`config.mk`:
```
export PLATFORM = sky130hd
export DESIGN_NAME = adc_seq_irq_ctrl
export DESIGN_NICKNAME = d
export VERILOG_FILES = /design/src/adc_seq_pkg.sv /design/src/adc_seq_irq_ctrl.sv /design/src/sticky_flags.sv /design/src/interval_timer.sv
export SDC_FILE = /design/constraint.sdc
export NUM_CORES = 1
export LEC_CHECK = 0
export ABC_AREA = 1
export BUFFER_PORTS_ARGS = -buffer_cell sky130_fd_sc_hd__buf_2
export CAP_MARGIN = 20
export CORE_UTILIZATION = 40
export DETAILED_ROUTE_END_ITERATION = 10
export PLACE_DENSITY_LB_ADDON = 0.05
export SYNTH_ARGS = -nofsm -noshare
export SYNTH_HDL_FRONTEND = slang
export SYNTH_SLANG_ARGS = --single-unit
```
`constraint.sdc`:
```
create_clock -name clk -period 5.3 [get_ports clk]
set_input_delay 0 -clock clk [delete_from_list [all_inputs] [get_ports clk]]
set_output_delay 0 -clock clk [all_outputs]
set_load 0.1 [all_outputs]
```
`src/adc_seq_pkg.sv`:
```
// Constants, register map and carrier types for the sequencer and interrupt control.
// Assumes a 250 MHz clock and a 16-bit local register port on the host side.
// What this block does
// - Pending bit two reads enabled sequencer errors
// - Settling done sets flag when enabled, manual
// - Conversion done sets flag when interrupts enabled
// - Write one clears interrupt flag, zero keeps
// - Enabled sequencer flags raise the interrupt line
// - Run bit set starts sequencer at once
// - Run bit cleared finishes current sequence first
// - Start without valid instruction sets memory error
// - Timer expiry during running sequence flags error
// - Continuous mode hides the timer error
// - Completion with unread results flags overflow
// - Continuous mode hides the overflow error
// - Each completed sequence sets results available
// - Sequencer flags clear by writing one
// - Any error halts after the last instruction
// - Interval is sixteen bits of 100us
// - Interval expiry starts sequence from first instruction
// - Zero interval restarts right after completion
// - Convert writes ignored while run bit set
package adc_seq_pkg;

	// Register offsets on the local register port
	localparam logic [7:0] INTFLAGS_OFS = 8'h08;
	localparam logic [7:0] SEQCTRL_OFS  = 8'h0a;
	localparam logic [7:0] SEQFLAGS_OFS = 8'h0c;
	localparam logic [7:0] INTERVAL_OFS = 8'h0e;

	// Field positions
	localparam int INT_CONV_BIT   = 0;
	localparam int INT_SETTLE_BIT = 1;
	localparam int INT_PEND_BIT   = 2;
	localparam int CTL_RUN_BIT    = 0;
	localparam int CTL_IRQEN_BIT  = 1;
	localparam int SF_AVAIL_BIT   = 0;
	localparam int SF_OVF_BIT     = 1;
	localparam int SF_TMR_BIT     = 2;
	localparam int SF_IRAM_BIT    = 3;
	localparam int GAIN_IRQEN_BIT = 10;
	localparam int GAIN_AUTO_BIT  = 8;

	// Reset values
	localparam logic [15:0] INTFLAGS_RST = 16'h0000;
	localparam logic [15:0] SEQCTRL_RST  = 16'h0000;
	localparam logic [15:0] SEQFLAGS_RST = 16'h0000;
	localparam logic [15:0] INTERVAL_RST = 16'h0000;

	// Timing: one interval unit is 100 us
	localparam int CLK_PERIOD_NS  = 4;
	localparam int TICK_PERIOD_NS = 100000;
	localparam int TICK_CYCLES    = (TICK_PERIOD_NS + CLK_PERIOD_NS - 1) / CLK_PERIOD_NS;

	typedef struct packed {
		logic        wr;
		logic        rd;
		logic [7:0]  addr;
		logic [15:0] wdata;
	} reg_req_t;

	typedef struct packed {
		logic conv_done;
		logic settle_done;
	} adc_ev_t;

	typedef struct packed {
		logic last_done;
		logic instr_valid;
	} seq_ev_t;

	typedef enum logic [1:0] {
		ST_IDLE = 2'b00,
		ST_RUN  = 2'b01,
		ST_WAIT = 2'b10
	} seq_state_t;

endpackage

```
`src/adc_seq_irq_ctrl.sv`:
```
// Interrupt flags, sequencer control, sequencer status and interval timer.
// Assumes the conversion datapath reports events as one-cycle strobes and
// that register requests last one cycle; read data follows one cycle later.
module adc_seq_irq_ctrl #(
	parameter int TICK_CYCLES = adc_seq_pkg::TICK_CYCLES
) (
	input  wire logic                  clk,
	input  wire logic                  reset,
	input  wire adc_seq_pkg::reg_req_t reg_req,
	input  wire logic [15:0]           channel_gain_control,
	input  wire adc_seq_pkg::adc_ev_t  adc_ev,
	input  wire adc_seq_pkg::seq_ev_t  seq_ev,
	input  wire logic                  convert_wr,
	output logic [15:0]                rdata_q,
	output logic                       irq_q,
	output logic                       seq_start_q,
	output logic                       seq_active_q,
	output logic                       convert_start_q
);
	import adc_seq_pkg::*;

	function automatic logic wr_hit(input reg_req_t r, input logic [7:0] ofs);
		return r.wr && (r.addr == ofs);
	endfunction

	function automatic logic rd_hit(input reg_req_t r, input logic [7:0] ofs);
		return r.rd && (r.addr == ofs);
	endfunction

	seq_state_t  state_q;
	seq_state_t  state_d;
	logic        run_q;
	logic        irq_en_q;
	logic [15:0] interval_q;
	logic [1:0]  if_q;
	logic [3:0]  sf_q;
	logic [3:0]  sf_eff;
	logic [1:0]  if_set;
	logic [1:0]  if_clr;
	logic [3:0]  sf_set;
	logic [3:0]  sf_clr;
	logic        wr_int;
	logic        wr_ctl;
	logic        wr_flags;
	logic        wr_ival;
	logic        start_req;
	logic        continuous;
	logic        err_any;
	logic        expire;
	logic        seq_start_d;
	logic        iram_set;
	logic        tmr_set;
	logic        ovf_set;
	logic        avail_set;
	logic        run_clr;
	logic        pend_now;
	logic        irq_d;
	logic [15:0] rdata_d;

	// Register write decode
	assign wr_int   = wr_hit(reg_req, INTFLAGS_OFS);
	assign wr_ctl   = wr_hit(reg_req, SEQCTRL_OFS);
	assign wr_flags = wr_hit(reg_req, SEQFLAGS_OFS);
	assign wr_ival  = wr_hit(reg_req, INTERVAL_OFS);

	// A start is only taken from idle; a stopping sequence just keeps going
	assign start_req  = wr_ctl && reg_req.wdata[CTL_RUN_BIT] && (state_q == ST_IDLE);
	assign continuous = (interval_q == 16'h0000);

	// Error flags that would be hidden in continuous mode also never act
	always_comb begin
		sf_eff = sf_q;
		if (continuous) begin
			sf_eff[SF_TMR_BIT] = 1'b0;
			sf_eff[SF_OVF_BIT] = 1'b0;
		end
	end

	assign err_any  = |sf_eff[SF_IRAM_BIT:SF_OVF_BIT];
	assign pend_now = irq_en_q && err_any;

	// Interval timer, restarted by every sequence start
	interval_timer #(
		.TICK_CYCLES (TICK_CYCLES)
	) u_timer (
		.clk      (clk),
		.reset    (reset),
		.restart  (seq_start_d),
		.interval (interval_q),
		.expire   (expire)
	);

	// Sequence completion and in-run timer expiry effects on the status flags
	assign avail_set = seq_ev.last_done && (state_q == ST_RUN);
	assign ovf_set   = avail_set && sf_q[SF_AVAIL_BIT] && !continuous;
	assign tmr_set   = expire && (state_q == ST_RUN) && !continuous;

	// Sequencer state machine
	always_comb begin
		state_d     = state_q;
		seq_start_d = 1'b0;
		iram_set    = 1'b0;
		case (state_q)
			ST_IDLE: begin
				if (start_req) begin
					if (seq_ev.instr_valid) begin
						seq_start_d = 1'b1;
						state_d     = ST_RUN;
					end else begin
						iram_set = 1'b1;
					end
				end
			end
			ST_RUN: begin
				if (seq_ev.last_done) begin
					if (!run_q || err_any || tmr_set || ovf_set) begin
						state_d = ST_IDLE;
					end else if (continuous) begin
						if (seq_ev.instr_valid) begin
							seq_start_d = 1'b1;
						end else begin
							iram_set = 1'b1;
							state_d  = ST_IDLE;
						end
					end else begin
						state_d = ST_WAIT;
					end
				end
			end
			ST_WAIT: begin
				if (!run_q || err_any) begin
					state_d = ST_IDLE;
				end else if (expire) begin
					if (seq_ev.instr_valid) begin
						seq_start_d = 1'b1;
						state_d     = ST_RUN;
					end else begin
						iram_set = 1'b1;
						state_d  = ST_IDLE;
					end
				end
			end
			default: begin
				state_d = ST_IDLE;
			end
		endcase
	end

	// Halting drops the run bit so software has to start again
	assign run_clr = iram_set || ((state_q != ST_IDLE) && (state_d == ST_IDLE));

	always_ff @(posedge clk or posedge reset) begin
		if (reset) begin
			state_q <= ST_IDLE;
		end else begin
			state_q <= state_d;
		end
	end

	// Sequencer control register; a hardware halt wins over a same-cycle write
	always_ff @(posedge clk or posedge reset) begin
		if (reset) begin
			run_q    <= SEQCTRL_RST[CTL_RUN_BIT];
			irq_en_q <= SEQCTRL_RST[CTL_IRQEN_BIT];
		end else begin
			if (run_clr) begin
				run_q <= 1'b0;
			end else if (wr_ctl) begin
				run_q <= reg_req.wdata[CTL_RUN_BIT];
			end
			if (wr_ctl) begin
				irq_en_q <= reg_req.wdata[CTL_IRQEN_BIT];
			end
		end
	end

	// Interval register, full 16 bits read/write
	always_ff @(posedge clk or posedge reset) begin
		if (reset) begin
			interval_q <= INTERVAL_RST;
		end else if (wr_ival) begin
			interval_q <= reg_req.wdata;
		end
	end

	// Conversion and settling flags follow the channel/gain enables
	assign if_set[INT_CONV_BIT]   = adc_ev.conv_done && channel_gain_control[GAIN_IRQEN_BIT];
	assign if_set[INT_SETTLE_BIT] = adc_ev.settle_done && channel_gain_control[GAIN_IRQEN_BIT]
		&& !channel_gain_control[GAIN_AUTO_BIT];
	assign if_clr = wr_int ? reg_req.wdata[1:0] : 2'b00;

	sticky_flags #(
		.N (2)
	) u_int_flags (
		.clk   (clk),
		.reset (reset),
		.set   (if_set),
		.clr   (if_clr),
		.q     (if_q)
	);

	// Sequencer status flags, all write-one-to-clear
	assign sf_set = {iram_set, tmr_set, ovf_set, avail_set};
	assign sf_clr = wr_flags ? reg_req.wdata[3:0] : 4'h0;

	sticky_flags #(
		.N (4)
	) u_seq_flags (
		.clk   (clk),
		.reset (reset),
		.set   (sf_set),
		.clr   (sf_clr),
		.q     (sf_q)
	);

	// Interrupt line: held as long as any enabled condition is pending
	assign irq_d = (|if_q) || (irq_en_q && (|sf_eff));

	always_ff @(posedge clk or posedge reset) begin
		if (reset) begin
			irq_q <= 1'b0;
		end else begin
			irq_q <= irq_d;
		end
	end

	// Sequencer strobes and single-conversion gate toward the datapath
	always_ff @(posedge clk or posedge reset) begin
		if (reset) begin
			seq_start_q     <= 1'b0;
			seq_active_q    <= 1'b0;
			convert_start_q <= 1'b0;
		end else begin
			seq_start_q     <= seq_start_d;
			seq_active_q    <= (state_d != ST_IDLE);
			convert_start_q <= convert_wr && !run_q;
		end
	end

	// Read mux; unmapped offsets and reserved bits read zero
	always_comb begin
		case (reg_req.addr)
			INTFLAGS_OFS: rdata_d = {13'h0000, pend_now, if_q};
			SEQCTRL_OFS:  rdata_d = {14'h0000, irq_en_q, run_q};
			SEQFLAGS_OFS: rdata_d = {12'h000, sf_eff};
			INTERVAL_OFS: rdata_d = interval_q;
			default:      rdata_d = 16'h0000;
		endcase
	end

	// Read data holds until the next read
	always_ff @(posedge clk or posedge reset) begin
		if (reset) begin
			rdata_q <= 16'h0000;
		end else if (reg_req.rd) begin
			rdata_q <= rdata_d;
		end
	end
endmodule

```
`src/sticky_flags.sv`:
```
// A row of sticky flags: hardware sets, software clears by writing one.
// Assumes set and clear are single-cycle strobes in the clk domain.
module sticky_flags #(
	parameter int N = 4
) (
	input  wire logic         clk,
	input  wire logic         reset,
	input  wire logic [N-1:0] set,
	input  wire logic [N-1:0] clr,
	output logic      [N-1:0] q
);

	// Set wins over clear so an event in the clearing cycle is kept
	for (genvar i = 0; i < N; i++) begin : g_flag
		always_ff @(posedge clk or posedge reset) begin
			if (reset) begin
				q[i] <= 1'b0;
			end else if (set[i]) begin
				q[i] <= 1'b1;
			end else if (clr[i]) begin
				q[i] <= 1'b0;
			end
		end
	end

endmodule

```
`src/interval_timer.sv`:
```
// Sequence interval timer: 100 us prescaler and a 16-bit unit counter.
// Assumes restart pulses at each sequence start; a zero interval never expires.
module interval_timer #(
	parameter int TICK_CYCLES = adc_seq_pkg::TICK_CYCLES
) (
	input  wire logic        clk,
	input  wire logic        reset,
	input  wire logic        restart,
	input  wire logic [15:0] interval,
	output logic             expire
);
	import adc_seq_pkg::*;

	logic [31:0] pre_q;
	logic [15:0] units_q;
	logic        tick;

	assign tick = (pre_q == 32'(TICK_CYCLES - 1));

	// Prescaler restarts with the sequence so the first unit is a full one
	always_ff @(posedge clk or posedge reset) begin
		if (reset) begin
			pre_q <= 32'h0000_0000;
		end else if (restart || tick) begin
			pre_q <= 32'h0000_0000;
		end else begin
			pre_q <= pre_q + 32'h0000_0001;
		end
	end

	// Unit counter; expiry rearms itself for the next interval
	always_ff @(posedge clk or posedge reset) begin
		if (reset) begin
			units_q <= 16'h0000;
			expire  <= 1'b0;
		end else if (restart) begin
			units_q <= 16'h0000;
			expire  <= 1'b0;
		end else if (tick && interval != 16'h0000) begin
			if (units_q + 16'h0001 >= interval) begin
				units_q <= 16'h0000;
				expire  <= 1'b1;
			end else begin
				units_q <= units_q + 16'h0001;
				expire  <= 1'b0;
			end
		end else begin
			expire <= 1'b0;
		end
	end

endmodule

```
==> After elaboration in Yosys (flattened, before gate mapping) <==
Index checks and enable logic that the tools add are counted.
{ "classes": {"bitwise_logic": 0, "n_addsub": 2, "n_div": 0, "order_cmp": 1, "n_shift": 0, "reduce_logical": 45, "mul": 0, "eq_ne": 7, "muxes": 51} }
{ "op_table": {"columns": ["operator", "n"], "rows": [
  ["$pmux 16 s4", 1],
  ["$mux 16", 3],
  ["$add 32x1->32 const B", 1],
  ["$eq 32x15->1 const B", 1],
  ["$eq 8x4->1 const B", 4],
  ["$mux 1", 32],
  ["$mux 32", 1],
  ["$mux 2", 10],
  ["$reduce_bool 2->1", 10],
  ["$logic_and 1x1->1", 19],
  ["$add 16x1->16 const B", 1],
  ["$ge 16x16->1", 1],
  ["$logic_not 16->1", 1],
  ["$reduce_bool 16->1", 1],
  ["$logic_or 1x1->1", 6],
  ["$pmux 1 s3", 2],
  ["$pmux 2 s3", 1],
  ["$logic_not 2->1", 2],
  ["$mux 4", 1],
  ["$reduce_or 4->1", 1],
  ["$logic_not 1->1", 3],
  ["$reduce_or 3->1", 1],
  ["$eq 2x1->1 const B", 1],
  ["$eq 2x2->1 const B", 1],
  ["$reduce_or 2->1", 1]
]} }
{ "totals": {"n_memories": 0, "ramBits": 0, "reg_bits": 95, "latch_bits": 0, "mem_bits_ro": 0} }

==> Depth between registers and ports, before layout <==
{ "logic_depth": {"depth_word": 13, "depth_mapped": 19, "mapped_depth_nobuf": 18} }

==> Cells and area by module <==
From an unflattened synthesis, not the netlist that was laid out.
{ "unflattened": {"cells_unflattened": 763, "hier_area_um2": 5662.9} }
{ "modules_own_cells": {"columns": ["module", "seq_area_each_um2", "cells_each", "instances", "area_per_inst_um2"], "rows": [
  ["interval_timer", 1226.2, 484, 1, 3422.0],
  ["adc_seq_irq_ctrl", 1001.0, 247, 1, 1993.2],
  ["sticky_flags at u_seq_flags", 100.1, 21, 1, 163.9],
  ["sticky_flags at u_int_flags", 50.0, 11, 1, 83.8]
]} }

==> Least setup slack after synthesis <==
OpenSTA, ideal clock, no wires.
{ "synth_path": {"path_type": "register to register", "start": "register u_timer.units_q[0]", "end": "register u_timer.units_q[7]", "stages_incl_launch_ff": 20, "required_time_ns": 5.226, "arrival_ns": 2.863, "path_slack_ns": 2.363, "setup_ns": 0.074, "path_cell_list": "dfrtp_1 > ha_1 > nand4_1 > nor2_1 > nand3_1 > nor3_1 > nand3_1 > xor2_1 > inv_1 > ha_1 > nand2_1 > inv_1 > nand3_1 > inv_1 > a21oi_1 > nand2_1 > a21oi_1 > nand2_4 > buf_6 > o21ai_2"} }
{ "synth_between": {"elab_chain_len": 5} }
{ "synth_rtl": {"columns": ["item", "line_no", "rtl"], "rows": [
  ["start, declared", "interval_timer.sv:15", "logic [15:0] units_q;"],
  ["start signal, assigned", "interval_timer.sv:44", "units_q <= units_q + 16'h0001;"],
  ["$add 16x1->16 *", "interval_timer.sv:40, interval_timer.sv:44", null],
  ["$ge 16x16->1", "interval_timer.sv:40", "if (units_q + 16'h0001 >= interval) begin"],
  ["$mux 16 *", "interval_timer.sv:40", null],
  ["$mux 16 *", "interval_timer.sv:39", "end else if (tick && interval != 16'h0000) begin"],
  ["$mux 16 *", "interval_timer.sv:36", "end else if (restart) begin"]
]} }
Every way passes the cells marked *; elsewhere a longest branch is shown, timed or not. The select of a mux whose other input is x is not followed.
A chain may end at the register's enable or synchronous reset.

==> Final worst setup path <==
{ "layout_path": {"start": "register u_timer.units_q[0]", "end": "register u_timer.units_q[14]"} }
The elaborated chain is that of the path after synthesis.

==> results.json <==
{
  "status": "finished, final reports clean",
  "crit_start": "u_timer.units_q[0]",
  "wl_met1_um": 6340,
  "wl_met2_um": 5560,
  "h-tree-depth": 3,
  "grt_setup_unrepaired": "no",
  "critPathKind": "flip-flop to flip-flop",
  "hp-class": "input port to flip-flop",
  "arrival_ps": 3860,
  "track_usage_pct": 19.0,
  "utilization_pct": 48.7,
  "synth_cells": 682,
  "syn_nets": 749,
  "place_ws_ps": 1730,
  "worstHoldStart": "reg_req[0]",
  "first_pass_iters": 4,
  "die_area_mm2": 0.0141,
  "clock_power_share_pct": 42.2,
  "rrSetupSlack_ps": 1710,
  "grt_first_pass_wirelength_um": 21100,
  "grt_pass1_vias": 4365,
  "multi_input_area_mm2": 0.00261,
  "cp.required_ps": 5570,
  "swShare_pct": 26.2,
  "grt_overflow": 0,
  "netlist_area_mm2": 0.00545,
  "worst_slew_pin_slew_ps": 941,
  "syn_area_per_cell_um2": 7.98,
  "route.top_layer_used": "met4",
  "layoutNonFillerInstCount": 940,
  "synth_edf_count": 0,
  "cp-end-kind": "flip-flop",
  "rr_startpoint": "u_timer.units_q[0]",
  "diodes": 0,
  "dp_hpwl_um": 9190,
  "ir_drop_v": 0.000155,
  "io_buffer_count": 54,
  "synth_warnings": 0,
  "gp_congestion": 0.824,
  "timing.hold.ws_ps": 14.3,
  "finClkSkew_ps": 10.5,
  "synth_cell_types": 38,
  "cts_buffers": 9,
  "postCtsHoldBufs": 23,
  "finalSetupTns_ps": 0,
  "pwr-share-comb_pct": 10.8,
  "drc": 0,
  "ys.flop_type": "dfrtp_1",
  "async_flop_share_pct": 100,
  "finalSetupViolations": 0,
  "regArea_mm2": 0.00238,
  "hold_viol": 0,
  "pwr-share-seq_pct": 47.0,
  "wl_per_cell_um": 13.3,
  "p_sw_w": 0.000443,
  "cts_root_buffer": "clkbuf_16",
  "io_pins": 69,
  "max_stage_delay_ps": 430,
  "grt_max_degree": 78,
  "antenna_left": 0,
  "rows": 42,
  "r2r_cells": 18,
  "cts_tree": "yes",
  "slew_viol_final": 0,
  "p_leak_nw": 3.19,
  "crit_chain": "ha_1 -> nand4_1 -> nor2_1 -> nand3_1 -> nor3_1 -> nand3_1 -> xor2_1 -> inv_1 -> ha_1 -> nand2_1 -> inv_1 -> nand3_1 -> inv_1 -> a21oi_1 -> nand2_1 -> a21oi_1 -> nand2_4 -> o21ai_0",
  "pwr_density_cell_mw_per_mm2": 261,
  "synth_top_cell_by_area": "dfrtp_1",
  "dp.cells": 900,
  "r2r_end": "u_timer.units_q[14]",
  "cts_setup_buffers": 0,
  "relSlewSlack_pct": 37.1,
  "totalWireLength_um": 12500,
  "crit_slowest_cell": "dfrtp_1",
  "nets": 826,
  "cts_max_path_buffers": 2,
  "min_to": "interval_q[0]",
  "clock.fmax_mhz": 279,
  "die_w_um": 119,
  "clock-sinks": 95,
  "vias": 4568,
  "wl_met3_um": 395,
  "die_h_um": 119,
  "hold_path_depth": 3,
  "finalCriticalPeriod_ps": 3590,
  "area_growth_pct": 18.5,
  "insertion_delay_ps": 360,
  "synth_area_leaders": "dfrtp_1 (44%), nand2_1 (9.9%), inv_1 (6.9%)",
  "critPathMaxFanout": 14,
  "path_clk_slew_ps": 70,
  "antenna_found_initial": 0,
  "synth_top_area_share_pct": 43.7,
  "crit_path_start_kind": "flip-flop",
  "intPower_w": 0.00124,
  "cts_resized": 0,
  "maxCapViolCount": 0,
  "detail_route.iter0.violations": 273,
  "start_util_pct": 41.1,
  "ys_seq_area_share_pct": 43.7,
  "synth-seq-cells": 95,
  "core_area_mm2": 0.0132,
  "fin_crit_sh_pct": 67.7,
  "layout-drive-gt1-share_pct": 16.0,
  "fin_ws_ps": 1710,
  "via_per_inst": 4.86,
  "fillCellCount": 1349
}
[cells in the mapped netlist, drive strengths merged (8+ instances only)]
master,number
ha,18
nor3,29
xor2,25
nand3,37
nor4,13
nand2,149
o31ai,12
inv,102
nand4,18
clkbuf,8
a21oi,25
dfrtp,95
o21ai,33
nor2,91
[worst max-delay path: cells and delay by family (launching register included)]
kind	cells	cell delay (ps)
xor+xnor	1	180
buf+inv	3	150
fa+ha+maj	2	520
compound gates	3	800
flops	1	430
simple gates	9	1400
[area by class of cell]
type                       count  share of cell area (%)
multi-input combinational    472                    40.5
tap                          176                    3.41
timing repair buffer          79                    8.30
clock buffer                   9                    3.49
clock inverter                 7                    1.49
sequential                    95                    36.8
inverter                     102                    5.97
[logic make-up after synthesis]
| family | count (synthesis) | share of synthesized area, % |
|---|---|---|
| and+or+nand+nor | 344 | 29.8 |
| buffers and inverters | 115 | 8.36 |
| DFF | 95 | 43.7 |
| AOI/OAI and AO/OA | 79 | 9.05 |
| xor gates and xnor gates | 31 | 4.99 |
| adders and majority gates | 18 | 4.14 |
[per-stage QoR]
stage                     instance area, um^2  power, W
after floorplan                          5450  0.000922
after global placement                   5870  0.000971
after detailed placement                 5870  0.000974
after CTS                                6420   0.00171
after global routing                     6450   0.00176
final                                    6450   0.00169
[power by group through the flow]
stage / Combinational [W] / Sequential, W / Clock, W
5_1_grt: 0.000210 / 0.000798 / 0.000754
2_1_floorplan: 0.000115 / 0.000807 / 0
6_report: 0.000182 / 0.000793 / 0.000713
3_3_place_gp: 0.000165 / 0.000806 / 0
3_5_place_dp: 0.000168 / 0.000807 / 0
4_1_cts: 0.000182 / 0.000793 / 0.000731
[worst max path at each step]
stage                     endpoint  slack (ps)  depth (start not counted)
2_1_floorplan   u_timer.units_q[7]        2360                         19
3_3_place_gp   u_timer.units_q[14]        1810                         18
3_5_place_dp   u_timer.units_q[14]        1730                         18
4_1_cts        u_timer.units_q[14]        1690                         18
5_1_grt        u_timer.units_q[14]        1270                         18
6_report       u_timer.units_q[14]        1710                         18
[cells in the final DEF (no fill, tap or decap), drive strengths merged]
| cell | Yosys | final |
|---|---|---|
| o2111ai | 2 | 2 |
| o311ai | 1 | 1 |
| a22o | 1 | 1 |
| a21oi | 25 | 25 |
| dfrtp | 95 | 95 |
| clkbuf | 8 | 9 |
| nor3b | 3 | 3 |
| or2 | 2 | 2 |
| nand4 | 18 | 18 |
| inv | 102 | 103 |
| o21bai | 1 | 1 |
| xnor2 | 6 | 6 |
| nand2 | 149 | 149 |
| buf | 5 | 56 |
| dlygate4sd3 | 0 | 23 |
| clkinv | 0 | 4 |
| a211oi | 1 | 1 |
| o211ai | 2 | 2 |
| o21ai | 33 | 33 |
| bufinv | 0 | 2 |
| nand3 | 37 | 37 |
| nor3 | 29 | 29 |
| nor2 | 91 | 91 |
| o31ai | 12 | 12 |
| o22ai | 1 | 1 |
| nor4 | 13 | 13 |
| nand2b | 1 | 1 |
| and3 | 1 | 1 |
| ha | 18 | 18 |
| xor2 | 25 | 25 |
[sequential cells by signal, summed over array words and instances (netlist names), 2 cells and up]
| signal | cells |
|---|---|
| u_timer.pre_q | 32 |
| interval_q | 16 |
| rdata_q | 16 |
| u_timer.units_q | 16 |
| u_seq_flags.q | 4 |
| state_q | 2 |
| u_int_flags.q | 2 |
[per-layer routing]
metal	global-route usage (%)	vias to the layer above
li1	-	2362
met1	26.6	2125
met2	29.1	68
met3	4.15	13
met4	6.25	0
met5	0	-
Note: power is estimated with default switching activity, not from simulation.
